**src/verilog/pcr_pkg.sv**
```systemverilog
// pcr_pkg: offsets, field layout and reset values of the pad config and soft reset block.
// assumes a 16-bit register port driven by the device's slave control ports.
// What this block does
// - eight serial data pad registers, reset 0x0018
// - serial pad pulldown, edge rate, strength fields
// - first multipurpose pad register with pullup
// - second multipurpose pad register, same layout
// - soft reset bit 0, active low
// - soft reset defaults the pad registers only
// - control port and clock-generator writes stay alive
// - spi slave mode survives soft reset
package pcr_pkg;
   localparam int PCR_DATA_W = 16;
   localparam int PCR_ADDR_W = 16;
   localparam int PCR_SERIAL_PADS = 8;
   localparam int PCR_CLKGEN_REGS = 7;
   localparam int PCR_FIELD_W = 5;
   localparam logic [15:0] PCR_SERIAL_PAD0_ADDR = 16'hf7b0;
   localparam logic [15:0] PCR_MPA_ADDR = 16'hf7b8;
   localparam logic [15:0] PCR_MPB_ADDR = 16'hf7b9;
   localparam logic [15:0] PCR_RESTART_ADDR = 16'hf890;
   localparam logic [15:0] PCR_CLKGEN_FIRST_ADDR = 16'hf000;
   localparam logic [15:0] PCR_CLKGEN_LAST_ADDR = 16'hf006;
   localparam int PCR_PULL_BIT = 4;
   localparam int PCR_RATE_LSB = 2;
   localparam int PCR_STRENGTH_LSB = 0;
   localparam logic [4:0] PCR_SERIAL_RST = 5'h18;
   localparam logic [4:0] PCR_MP_RST = 5'h08;
   localparam logic PCR_RESTART_RST = 1'b1;
   localparam logic [15:0] PCR_CLKGEN_RST = 16'h0000;
endpackage : pcr_pkg

```
**src/verilog/pcr_regs.sv**
```systemverilog
// pcr_regs: pad configuration registers, clock-generator registers and soft reset control.
// assumes one register access per cycle from the control port; reads answer a cycle later.
`timescale 1ns/100ps
module pcr_regs
   import pcr_pkg::*;
#(
   parameter int SERIAL_PADS = PCR_SERIAL_PADS
) (
   // clock and reset
   input wire logic i_clk,
   input wire logic i_sys_rst,
   // register port
   input wire logic [PCR_ADDR_W-1:0] i_reg_addr,
   input wire logic i_reg_wr,
   input wire logic [PCR_DATA_W-1:0] i_reg_wdata,
   input wire logic i_reg_rd,
   output logic [PCR_DATA_W-1:0] o_reg_rdata,
   output logic o_reg_rvalid,
   // control port mode
   input wire logic i_spi_select,
   output logic o_spi_mode,
   // soft reset to the rest of the device
   output logic o_soft_reset_active,
   // pad configuration
   output logic [SERIAL_PADS-1:0] o_serial_pad_pulldown_en,
   output logic [2*SERIAL_PADS-1:0] o_serial_pad_edge_rate,
   output logic [2*SERIAL_PADS-1:0] o_serial_pad_strength,
   output logic o_mpa_pullup_en,
   output logic [1:0] o_mpa_edge_rate,
   output logic [1:0] o_mpa_strength,
   output logic o_mpb_pullup_en,
   output logic [1:0] o_mpb_edge_rate,
   output logic [1:0] o_mpb_strength,
   // clock-generator registers, first at the low end
   output logic [PCR_CLKGEN_REGS*PCR_DATA_W-1:0] o_clkgen_cfg
);
   // the decode and field slicing serve exactly eight serial pads
   if (SERIAL_PADS != PCR_SERIAL_PADS) begin : g_bad_pads
      $error("pcr_regs: serial pad count must be 8");
   end

   logic restart_n;
   logic soft_clr;
   logic [4:0] serial_cfg [SERIAL_PADS];
   logic [4:0] mpa_cfg;
   logic [4:0] mpb_cfg;
   logic [PCR_DATA_W-1:0] clkgen [PCR_CLKGEN_REGS];
   logic [15:0] serial_off;
   logic [15:0] clkgen_off;
   logic serial_hit;
   logic clkgen_hit;
   logic mpa_hit;
   logic mpb_hit;
   logic restart_hit;
   logic [2:0] serial_idx;
   logic [2:0] clkgen_idx;
   logic [4:0] live_wdata;
   logic [PCR_DATA_W-1:0] next_rdata;

   assign soft_clr = ~restart_n;
   assign o_soft_reset_active = soft_clr;

   // address decode
   assign serial_off = i_reg_addr - PCR_SERIAL_PAD0_ADDR;
   assign clkgen_off = i_reg_addr - PCR_CLKGEN_FIRST_ADDR;
   assign serial_hit = (i_reg_addr >= PCR_SERIAL_PAD0_ADDR) && (serial_off < 16'(SERIAL_PADS));
   assign serial_idx = serial_off[2:0];
   assign mpa_hit = (i_reg_addr == PCR_MPA_ADDR);
   assign mpb_hit = (i_reg_addr == PCR_MPB_ADDR);
   assign restart_hit = (i_reg_addr == PCR_RESTART_ADDR);
   assign clkgen_hit = (i_reg_addr >= PCR_CLKGEN_FIRST_ADDR) &&
                       (i_reg_addr <= PCR_CLKGEN_LAST_ADDR);
   assign clkgen_idx = clkgen_off[2:0];
   assign live_wdata = i_reg_wdata[PCR_FIELD_W-1:0];

   genvar g;
   generate
      for (g = 0; g < SERIAL_PADS; g++) begin : g_serial
         pcr_pad_reg #(
            .RESET_VAL(PCR_SERIAL_RST)
         ) u_pad (
            .i_clk(i_clk),
            .i_sys_rst(i_sys_rst),
            .i_soft_clr(soft_clr),
            .i_wr(i_reg_wr && serial_hit && (serial_idx == 3'(g))),
            .i_wdata(live_wdata),
            .o_cfg(serial_cfg[g])
         );
         assign o_serial_pad_pulldown_en[g] = serial_cfg[g][PCR_PULL_BIT];
         assign o_serial_pad_edge_rate[2*g +: 2] = serial_cfg[g][PCR_RATE_LSB +: 2];
         assign o_serial_pad_strength[2*g +: 2] = serial_cfg[g][PCR_STRENGTH_LSB +: 2];
      end
   endgenerate

   // pullup pads, reset 0x08 live bits
   pcr_pad_reg #(
      .RESET_VAL(PCR_MP_RST)
   ) u_mpa (
      .i_clk(i_clk),
      .i_sys_rst(i_sys_rst),
      .i_soft_clr(soft_clr),
      .i_wr(i_reg_wr && mpa_hit),
      .i_wdata(live_wdata),
      .o_cfg(mpa_cfg)
   );
   pcr_pad_reg #(
      .RESET_VAL(PCR_MP_RST)
   ) u_mpb (
      .i_clk(i_clk),
      .i_sys_rst(i_sys_rst),
      .i_soft_clr(soft_clr),
      .i_wr(i_reg_wr && mpb_hit),
      .i_wdata(live_wdata),
      .o_cfg(mpb_cfg)
   );
   assign o_mpa_pullup_en = mpa_cfg[PCR_PULL_BIT];
   assign o_mpa_edge_rate = mpa_cfg[PCR_RATE_LSB +: 2];
   assign o_mpa_strength = mpa_cfg[PCR_STRENGTH_LSB +: 2];
   assign o_mpb_pullup_en = mpb_cfg[PCR_PULL_BIT];
   assign o_mpb_edge_rate = mpb_cfg[PCR_RATE_LSB +: 2];
   assign o_mpb_strength = mpb_cfg[PCR_STRENGTH_LSB +: 2];

   // the control bit itself is spared by soft reset, else it could never be released
   always_ff @(posedge i_clk or posedge i_sys_rst) begin
      if (i_sys_rst) restart_n <= PCR_RESTART_RST;
      else if (i_reg_wr && restart_hit) restart_n <= i_reg_wdata[0];
   end

   generate
      for (g = 0; g < PCR_CLKGEN_REGS; g++) begin : g_clkgen
         always_ff @(posedge i_clk or posedge i_sys_rst) begin
            if (i_sys_rst) clkgen[g] <= PCR_CLKGEN_RST;
            else if (i_reg_wr && clkgen_hit && (clkgen_idx == 3'(g))) clkgen[g] <= i_reg_wdata;
         end
         assign o_clkgen_cfg[g*PCR_DATA_W +: PCR_DATA_W] = clkgen[g];
      end
   endgenerate

   always_ff @(posedge i_clk or posedge i_sys_rst) begin
      if (i_sys_rst) o_spi_mode <= 1'b0;
      else if (i_spi_select) o_spi_mode <= 1'b1;
   end

   assign next_rdata = serial_hit ? {11'h000, serial_cfg[serial_idx]} :
                       mpa_hit ? {11'h000, mpa_cfg} :
                       mpb_hit ? {11'h000, mpb_cfg} :
                       restart_hit ? {15'h0000, restart_n} :
                       clkgen_hit ? clkgen[clkgen_idx] : 16'h0000;

   always_ff @(posedge i_clk or posedge i_sys_rst) begin
      if (i_sys_rst) begin
         o_reg_rdata <= 16'h0000;
         o_reg_rvalid <= 1'b0;
      end else begin
         o_reg_rvalid <= i_reg_rd;
         if (i_reg_rd) o_reg_rdata <= next_rdata;
      end
   end
endmodule : pcr_regs

```
**src/verilog/pcr_pad_reg.sv**
```systemverilog
// pcr_pad_reg: one pad configuration register, five live bits.
// assumes the parent decodes the address and supplies the soft clear.
`timescale 1ns/100ps
module pcr_pad_reg
   import pcr_pkg::*;
#(
   parameter logic [4:0] RESET_VAL = PCR_SERIAL_RST
) (
   // clock and reset
   input wire logic i_clk,
   input wire logic i_sys_rst,
   // control
   input wire logic i_soft_clr,
   input wire logic i_wr,
   input wire logic [4:0] i_wdata,
   // state
   output logic [4:0] o_cfg
);
   logic [4:0] next_cfg;

   assign next_cfg = i_soft_clr ? RESET_VAL : (i_wr ? i_wdata : o_cfg);

   always_ff @(posedge i_clk or posedge i_sys_rst) begin
      if (i_sys_rst) o_cfg <= RESET_VAL;
      else o_cfg <= next_cfg;
   end
endmodule : pcr_pad_reg

```
**config.mk**
```make
export PLATFORM = sky130hd
export DESIGN_NAME = pcr_regs
export DESIGN_NICKNAME = d
export VERILOG_FILES = /design/src/verilog/pcr_pkg.sv /design/src/verilog/pcr_regs.sv /design/src/verilog/pcr_pad_reg.sv
export SDC_FILE = /design/constraint.sdc
export NUM_CORES = 1
export LEC_CHECK = 0
export BUFFER_PORTS_ARGS = -buffer_cell sky130_fd_sc_hd__buf_2
export CAP_MARGIN = 20
export CORE_UTILIZATION = 54
export DETAILED_ROUTE_END_ITERATION = 8
export PLACE_DENSITY = 0.81
export SKIP_CTS_REPAIR_TIMING = 1
export SYNTH_ARGS = -nofsm -noshare
export SYNTH_HDL_FRONTEND = slang
export SYNTH_SLANG_ARGS = --single-unit
```
**constraint.sdc**
```tcl
create_clock -name i_clk -period 17.3 [get_ports i_clk]
set_input_delay 3.46 -clock i_clk [delete_from_list [all_inputs] [get_ports i_clk]]
set_output_delay 3.46 -clock i_clk [all_outputs]
set_load 0.02 [all_outputs]
```
### Yosys cells after proc, flatten, opt, wreduce, memory -nomap -nowiden

Index checks and enable logic that the tools add are counted.

| cells by class | value |
|---|---|
| equality and inequality tests | 26 |
| muxes and demuxes | 31 |
| shift operators | 0 |
| bitwise logic cells | 3 |
| multipliers | 0 |
| magnitude comparators | 6 |
| div/mod/pow operators | 0 |
| add/sub/neg operators | 2 |
| reductions and logical operators | 24 |

Operators by type and width:

| cell | count |
|---|---|
| 2-to-1 mux 16 bit | 7 |
| 2-to-1 mux 5 bit | 22 |
| binary-select mux 16 bit (select 3 bit) | 1 |
| == test 16 bit (second input constant) | 3 |
| >= comparator 16 bit (second input constant) | 2 |
| logical AND 1 bit | 22 |
| == test 3 bit (second input constant) | 7 |
| inequality test 2 x 1 -> 1 bit (second input constant) | 10 |
| <= comparator 16 bit (second input constant) | 1 |
| less-than comparator 16 x 4 -> 1 bit (second input constant) | 1 |
| subtractor 16 bit (second input constant) | 1 |
| binary-select mux 5 bit (select 3 bit) | 1 |
| == test 3 x 2 -> 1 bit (second input constant) | 4 |
| >= comparator 4 bit (second input constant) | 2 |
| inverter 3 -> 4 bit | 2 |
| == test 3 x 1 -> 1 bit (second input constant) | 2 |
| logical NOT 3 bit | 2 |
| subtractor 3 x 1 -> 3 bit (second input constant) | 1 |
| inverter 1 bit | 1 |

| storage, ports and cells | value |
|---|---|
| input bits | 37 |
| register bits | 181 |
| output and inout port bits | 181 |
| bits in latches | 0 |
| bits in writable memories | 0 |
| ROM bits | 0 |
| memories | 0 |

### Depth between registers and ports, before layout

| depth | value |
|---|---|
| depth in word-level cells | 10 |
| mapped depth | 8 |
| depth with buffers taken out | 5 |

### Modules after synthesis

A second synthesis with hierarchy kept.

| second synthesis, totals | value |
|---|---|
| cells, all modules | 661 |
| area total of the unflattened synthesis | 8818.5 um^2 |

By module, submodules not included:

| module | instances | cells an instance | area each (um^2) | seq. area each (um^2) |
|---|---|---|---|---|
| pcr_regs | 1 | 491 | 6708.9 | 3279.4 |
| pcr_pad_reg (g_serial[0].u_pad ...) | 8 | 17 | 210.2 | 127.6 |
| pcr_pad_reg (u_mpa ...) | 2 | 17 | 214.0 | 126.4 |

### Worst setup path before layout

Ideal clock, no wire load.

| timing path | value |
|---|---|
| path kind | input to register |
| start point | input i_reg_addr[6] |
| end point | register clkgen, in the netlist o_clkgen_cfg[64] |
| cell stages on the path | 6 |
| path slack | 12.016 ns |
| required time | 17.175 ns |
| data arrival time | 5.159 ns |
| path through | nand3b_1 and4bb_2 nand2_4 nor4_4 buf_8 mux2_4 |

| on the way | value |
|---|---|
| longest elaborated chain between the ends | 4 |
| elaborated cells on any way between the ends | 5 |

Ends and longest elaborated chain:

| what | line | RTL |
|---|---|---|
| start, declared | pcr_regs.sv:13 | `input wire logic [PCR_ADDR_W-1:0] i_reg_addr,` |
| >= comparator 16 bit / <= comparator 16 bit (equally long branches) | pcr_regs.sv:71, pcr_regs.sv:72 |  |
| logical AND 1 bit * | pcr_regs.sv:71 | `assign clkgen_hit = (i_reg_addr >= PCR_CLKGEN_FIRST_ADDR) &&` |
| logical AND 1 bit * (2 in a row) | pcr_regs.sv:133 | `else if (i_reg_wr && clkgen_hit && (clkgen_idx == 3'(g))) clkgen[g] <= i_reg_wdata;` |
| end signal, assigned by index | pcr_regs.sv:133 |  |
| end, declared | pcr_regs.sv:47 | `logic [PCR_DATA_W-1:0] clkgen [PCR_CLKGEN_REGS];` |

Every way passes the cells marked *; elsewhere a longest branch is shown, timed or not.
A chain may end at the register's enable or synchronous reset.

### Final worst setup path

| timing path | value |
|---|---|
| start point | input i_reg_addr[2] |
| end point | register clkgen, in the netlist o_clkgen_cfg[3] |

| on the way | value |
|---|---|
| longest elaborated chain between the ends | 4 |
| elaborated cells on any way between the ends | 7 |

Ends and longest elaborated chain:

| what | line |
|---|---|
| >= comparator 16 bit / <= comparator 16 bit (equally long branches) | pcr_regs.sv:71, pcr_regs.sv:72 |
| logical AND 1 bit | pcr_regs.sv:71 |
| logical AND 1 bit | pcr_regs.sv:133 |
| logical AND 1 bit * | pcr_regs.sv:133 |

Marks and branches as above.

==> impl_metrics.tcl <==
set metrics [dict create \
    cp_max_fo 41 \
    power_leakage_uw 0.00534 \
    dp.cells 1036 \
    fin_tns_setup_ns 0 \
    clkTransAtPathRegs_ns 0.06 \
    final_cell_area_um2 10400 \
    antenna_found_initial 1 \
    overflow 0 \
    netlist_area_um2 8630 \
    cp_slowest_cell "and3_1" \
    initial_utilization_pct 56.0 \
    endpoint_kind "flip-flop" \
    synthAdderAreaFrac_pct 0 \
    cts_tree "yes" \
    setup_viol 0 \
    cap_violations 0 \
    worst_pin_slew_ns 1.08 \
    slew_viol_final 0 \
    p_comb_share_pct 5.2 \
    grt_max_degree 103 \
    yosys_register_bits 181 \
    die_area_um2 16500 \
    num-nets-final 884 \
    start_kind "input pin" \
    dpl_cell_area_um2 9800 \
    syn-instance-count 647 \
    clockPowerShare_pct 44.6 \
    die_w_um 128 \
    totalWireLength_um 23500 \
    dr.pass1.iters 7 \
    wl_met3_um 1850 \
    cts_max_level 4 \
    post-route-util_pct 67.6 \
    syn-num-nets 684 \
    top_level_ports 218 \
    critPathArrivalTime_ns 6.24 \
    core_area_um2 15400 \
    finalHoldViolCount 0 \
    power_frac_seq_pct 50.2 \
    insertion_delay_ns 0.43 \
    gp_congestion 0.885 \
    synth_compound_gate_area_share_pct 5.25 \
    finClkSkew_ns 0.00666 \
    clock-sinks 181 \
    final_cells 1071 \
    vdd_drop_max_mv 0.0651 \
    yosysWarnings 0 \
    io_buffers 217 \
    met2WireLength_um 11100 \
    synth.area.top_cells "dfrtp_1 (47%), mux2_2 (13%), mux2i_1 (8.6%)" \
    drtAntennaViolNets 0 \
    clockRootBuffer "clkbuf_16" \
    die_h_um 128 \
    synth_top_family_by_area "multiplexers" \
    yosys.area.top_type "dfrtp_1" \
    track_usage_pct 29.2 \
    relSlewSlack_pct 27.9 \
    layout-drive-gt1-share_pct 49.7 \
    drt_iter0_markers 595 \
    seq_area_frac_synth_pct 52.7 \
    muxShareOfSynthArea_pct 29.2 \
    cpPeakStageDelay_ns 0.85 \
    crit_type "in2reg" \
    area_growth_pct 20.8 \
    viasPerCell 6.00 \
    wl_met1_um 10000 \
    fmax_mhz 168 \
    clock_path_buffers 2 \
    p_int_uw 652 \
    swShare_pct 22.7 \
    p_switching_uw 191 \
    highest_layer "met4" \
    synth_top_area_share_pct 46.9 \
    synthXorXnorAreaFrac_pct 0 \
    min_period_ns 5.94 \
    powerDensity_nw_per_um2 80.8 \
    num_vias 6431 \
    wl_per_cell_um 21.9 \
    dpl.hpwl_um 15400 \
    drcViolationCount 0 \
    grt_pass1_wl_um 35800 \
    status "finished, final reports clean" \
    synthSimpleGateAreaFrac_pct 9.78 \
    crit_chain "buf_2, nand2b_1, nor3_2, and3_1, mux2_2" \
    avgSynthCellArea_um2 13.3 \
    rsz0062_at_grt "false" \
    period_share_pct 34.3 \
    cts_inserted_buffers 17 \
    required_ns 17.61 \
    num_rows 45 \
    pre_cts_ws_ns 11.02 \
    grt_pass1_vias 6200 \
    hp-class "reg2reg" \
    fin_ws_ns 11.36 \
    synth_cell_types 46 \
]
-- per-stage QoR --
| stage | hold WS [ns] | power, uW |
|---|---|---|
| floorplan | 0.524 | 458 |
| global placement | 0.453 | 474 |
| detailed placement | 0.457 | 474 |
| CTS | 0.473 | 845 |
| global route | 0.500 | 867 |
| finish | 0.472 | 844 |
-- cells in the final DEF (no fill, tap or decap), drive strengths merged, types with 4 or more instances in the layout --
| cell type | instances |
|---|---|
| buf | 225 |
| dfrtp | 162 |
| mux2 | 113 |
| mux2i | 74 |
| nand2 | 51 |
| nor2 | 33 |
| mux4 | 21 |
| clkbuf | 20 |
| dfstp | 19 |
| nand3 | 16 |
| o21ai | 13 |
| nor3 | 12 |
| o2bb2ai | 11 |
| a21oi | 9 |
| o221ai | 8 |
| nand2b | 7 |
| o211ai | 7 |
| inv | 7 |
| clkinv | 7 |
| nor4 | 6 |
| a22oi | 5 |
| nand4 | 4 |
| nor2b | 4 |
| a31oi | 4 |
| a22o | 4 |
-- synth_stat cells, drive strengths merged --
| master | instances |
|---|---|
| a22o | 4 |
| dfstp | 19 |
| a21oi | 9 |
| clkbuf | 24 |
| nor4 | 6 |
| a2bb2oi | 1 |
| o2bb2ai | 11 |
| or4 | 1 |
| and4b | 2 |
| and4bb | 1 |
| o21ai | 13 |
| inv | 7 |
| mux2 | 113 |
| mux2i | 74 |
| nand3 | 16 |
| or3 | 1 |
| nor2b | 4 |
| nand3b | 2 |
| a31oi | 4 |
| nand2b | 7 |
| o211ai | 7 |
| mux4 | 21 |
| and3 | 1 |
| dfrtp | 162 |
| nor2 | 33 |
| nand4b | 1 |
| o211a | 1 |
| a22oi | 5 |
| nor3 | 12 |
| nand4 | 4 |
| o31ai | 1 |
| nand2 | 51 |
| o221ai | 8 |
| or2 | 1 |
| buf | 20 |
-- path summary, 6_finish.rpt --
kind | start | endpoint | slack [ns] | cells past startpoint
max in group asynchronous | i_sys_rst | o_clkgen_cfg[48]$_DFFE_PP0P_ | 12.76 | 4
worst max-delay path | i_reg_addr[2] | o_clkgen_cfg[3]$_DFFE_PP0P_ | 11.36 | 5
worst max register to register | g_serial[0].u_pad.o_cfg[0]$_DFFE_PP0P_ | o_reg_rdata[0]$_DFFE_PP0P_ | 15.74 | 5
worst min register to register | o_spi_mode$_DFFE_PP0P_ | o_spi_mode$_DFFE_PP0P_ | 0.47 | 1
worst min-delay path | o_spi_mode$_DFFE_PP0P_ | o_spi_mode$_DFFE_PP0P_ | 0.47 | 1
min in group asynchronous | i_sys_rst | o_clkgen_cfg[59]$_DFFE_PP0P_ | 3.24 | 2
-- per-layer routing --
metal | GRT usage (%) | vias up
met4 | 11.8 | 0
met2 | 45.7 | 363
li1 | - | 2776
met5 | 0 | -
met3 | 5.86 | 42
met1 | 40.4 | 3250
-- final cells by class --
cell class	count	area, um2
Fill cell	1172	4990
Tap cell	211	264
Multi-Input combinational cell	415	3820
Sequential cell	181	4550
Clock inverter	11	109
Antenna cell	1	2.50
Inverter	7	31.3
Clock buffer	20	457
Timing Repair Buffer	225	1200
-- critical path, delay by kind of cell --
family / cells / cell delay, ns
AND/OR/NAND/NOR: 3 / 1.93
buffers and inverters: 1 / 0.41
multiplexers: 1 / 0.42
-- state kept, by name (all words and copies together), names as in the netlist --
name	flops
restart_n	1
o_clkgen_cfg	112
o_reg_rdata	16
g_serial.u_pad.o_cfg	40
u_mpa.o_cfg	5
u_mpb.o_cfg	5
o_reg_rvalid	1
o_spi_mode	1
-- kinds of logic (layout without fill, tap and decap cells) --
group,count (synthesis),after routing
muxes,208,208
and+or+nand+nor,143,143
AOI/OAI and AO/OA,64,64
DFF,181,181
other,0,1
buffers and inverters,51,263
-- power groups by stage --
stage	sequential, uW	clock (uW)	combinational (uW)
3_3_place_gp	431	0	42.7
3_5_place_dp	431	0	42.9
2_1_floorplan	432	0	26.4
4_1_cts	424	378	43.2
6_report	424	376	44.0
5_1_grt	424	396	47.4
No activity file was read; power rests on OpenSTA's default activity.
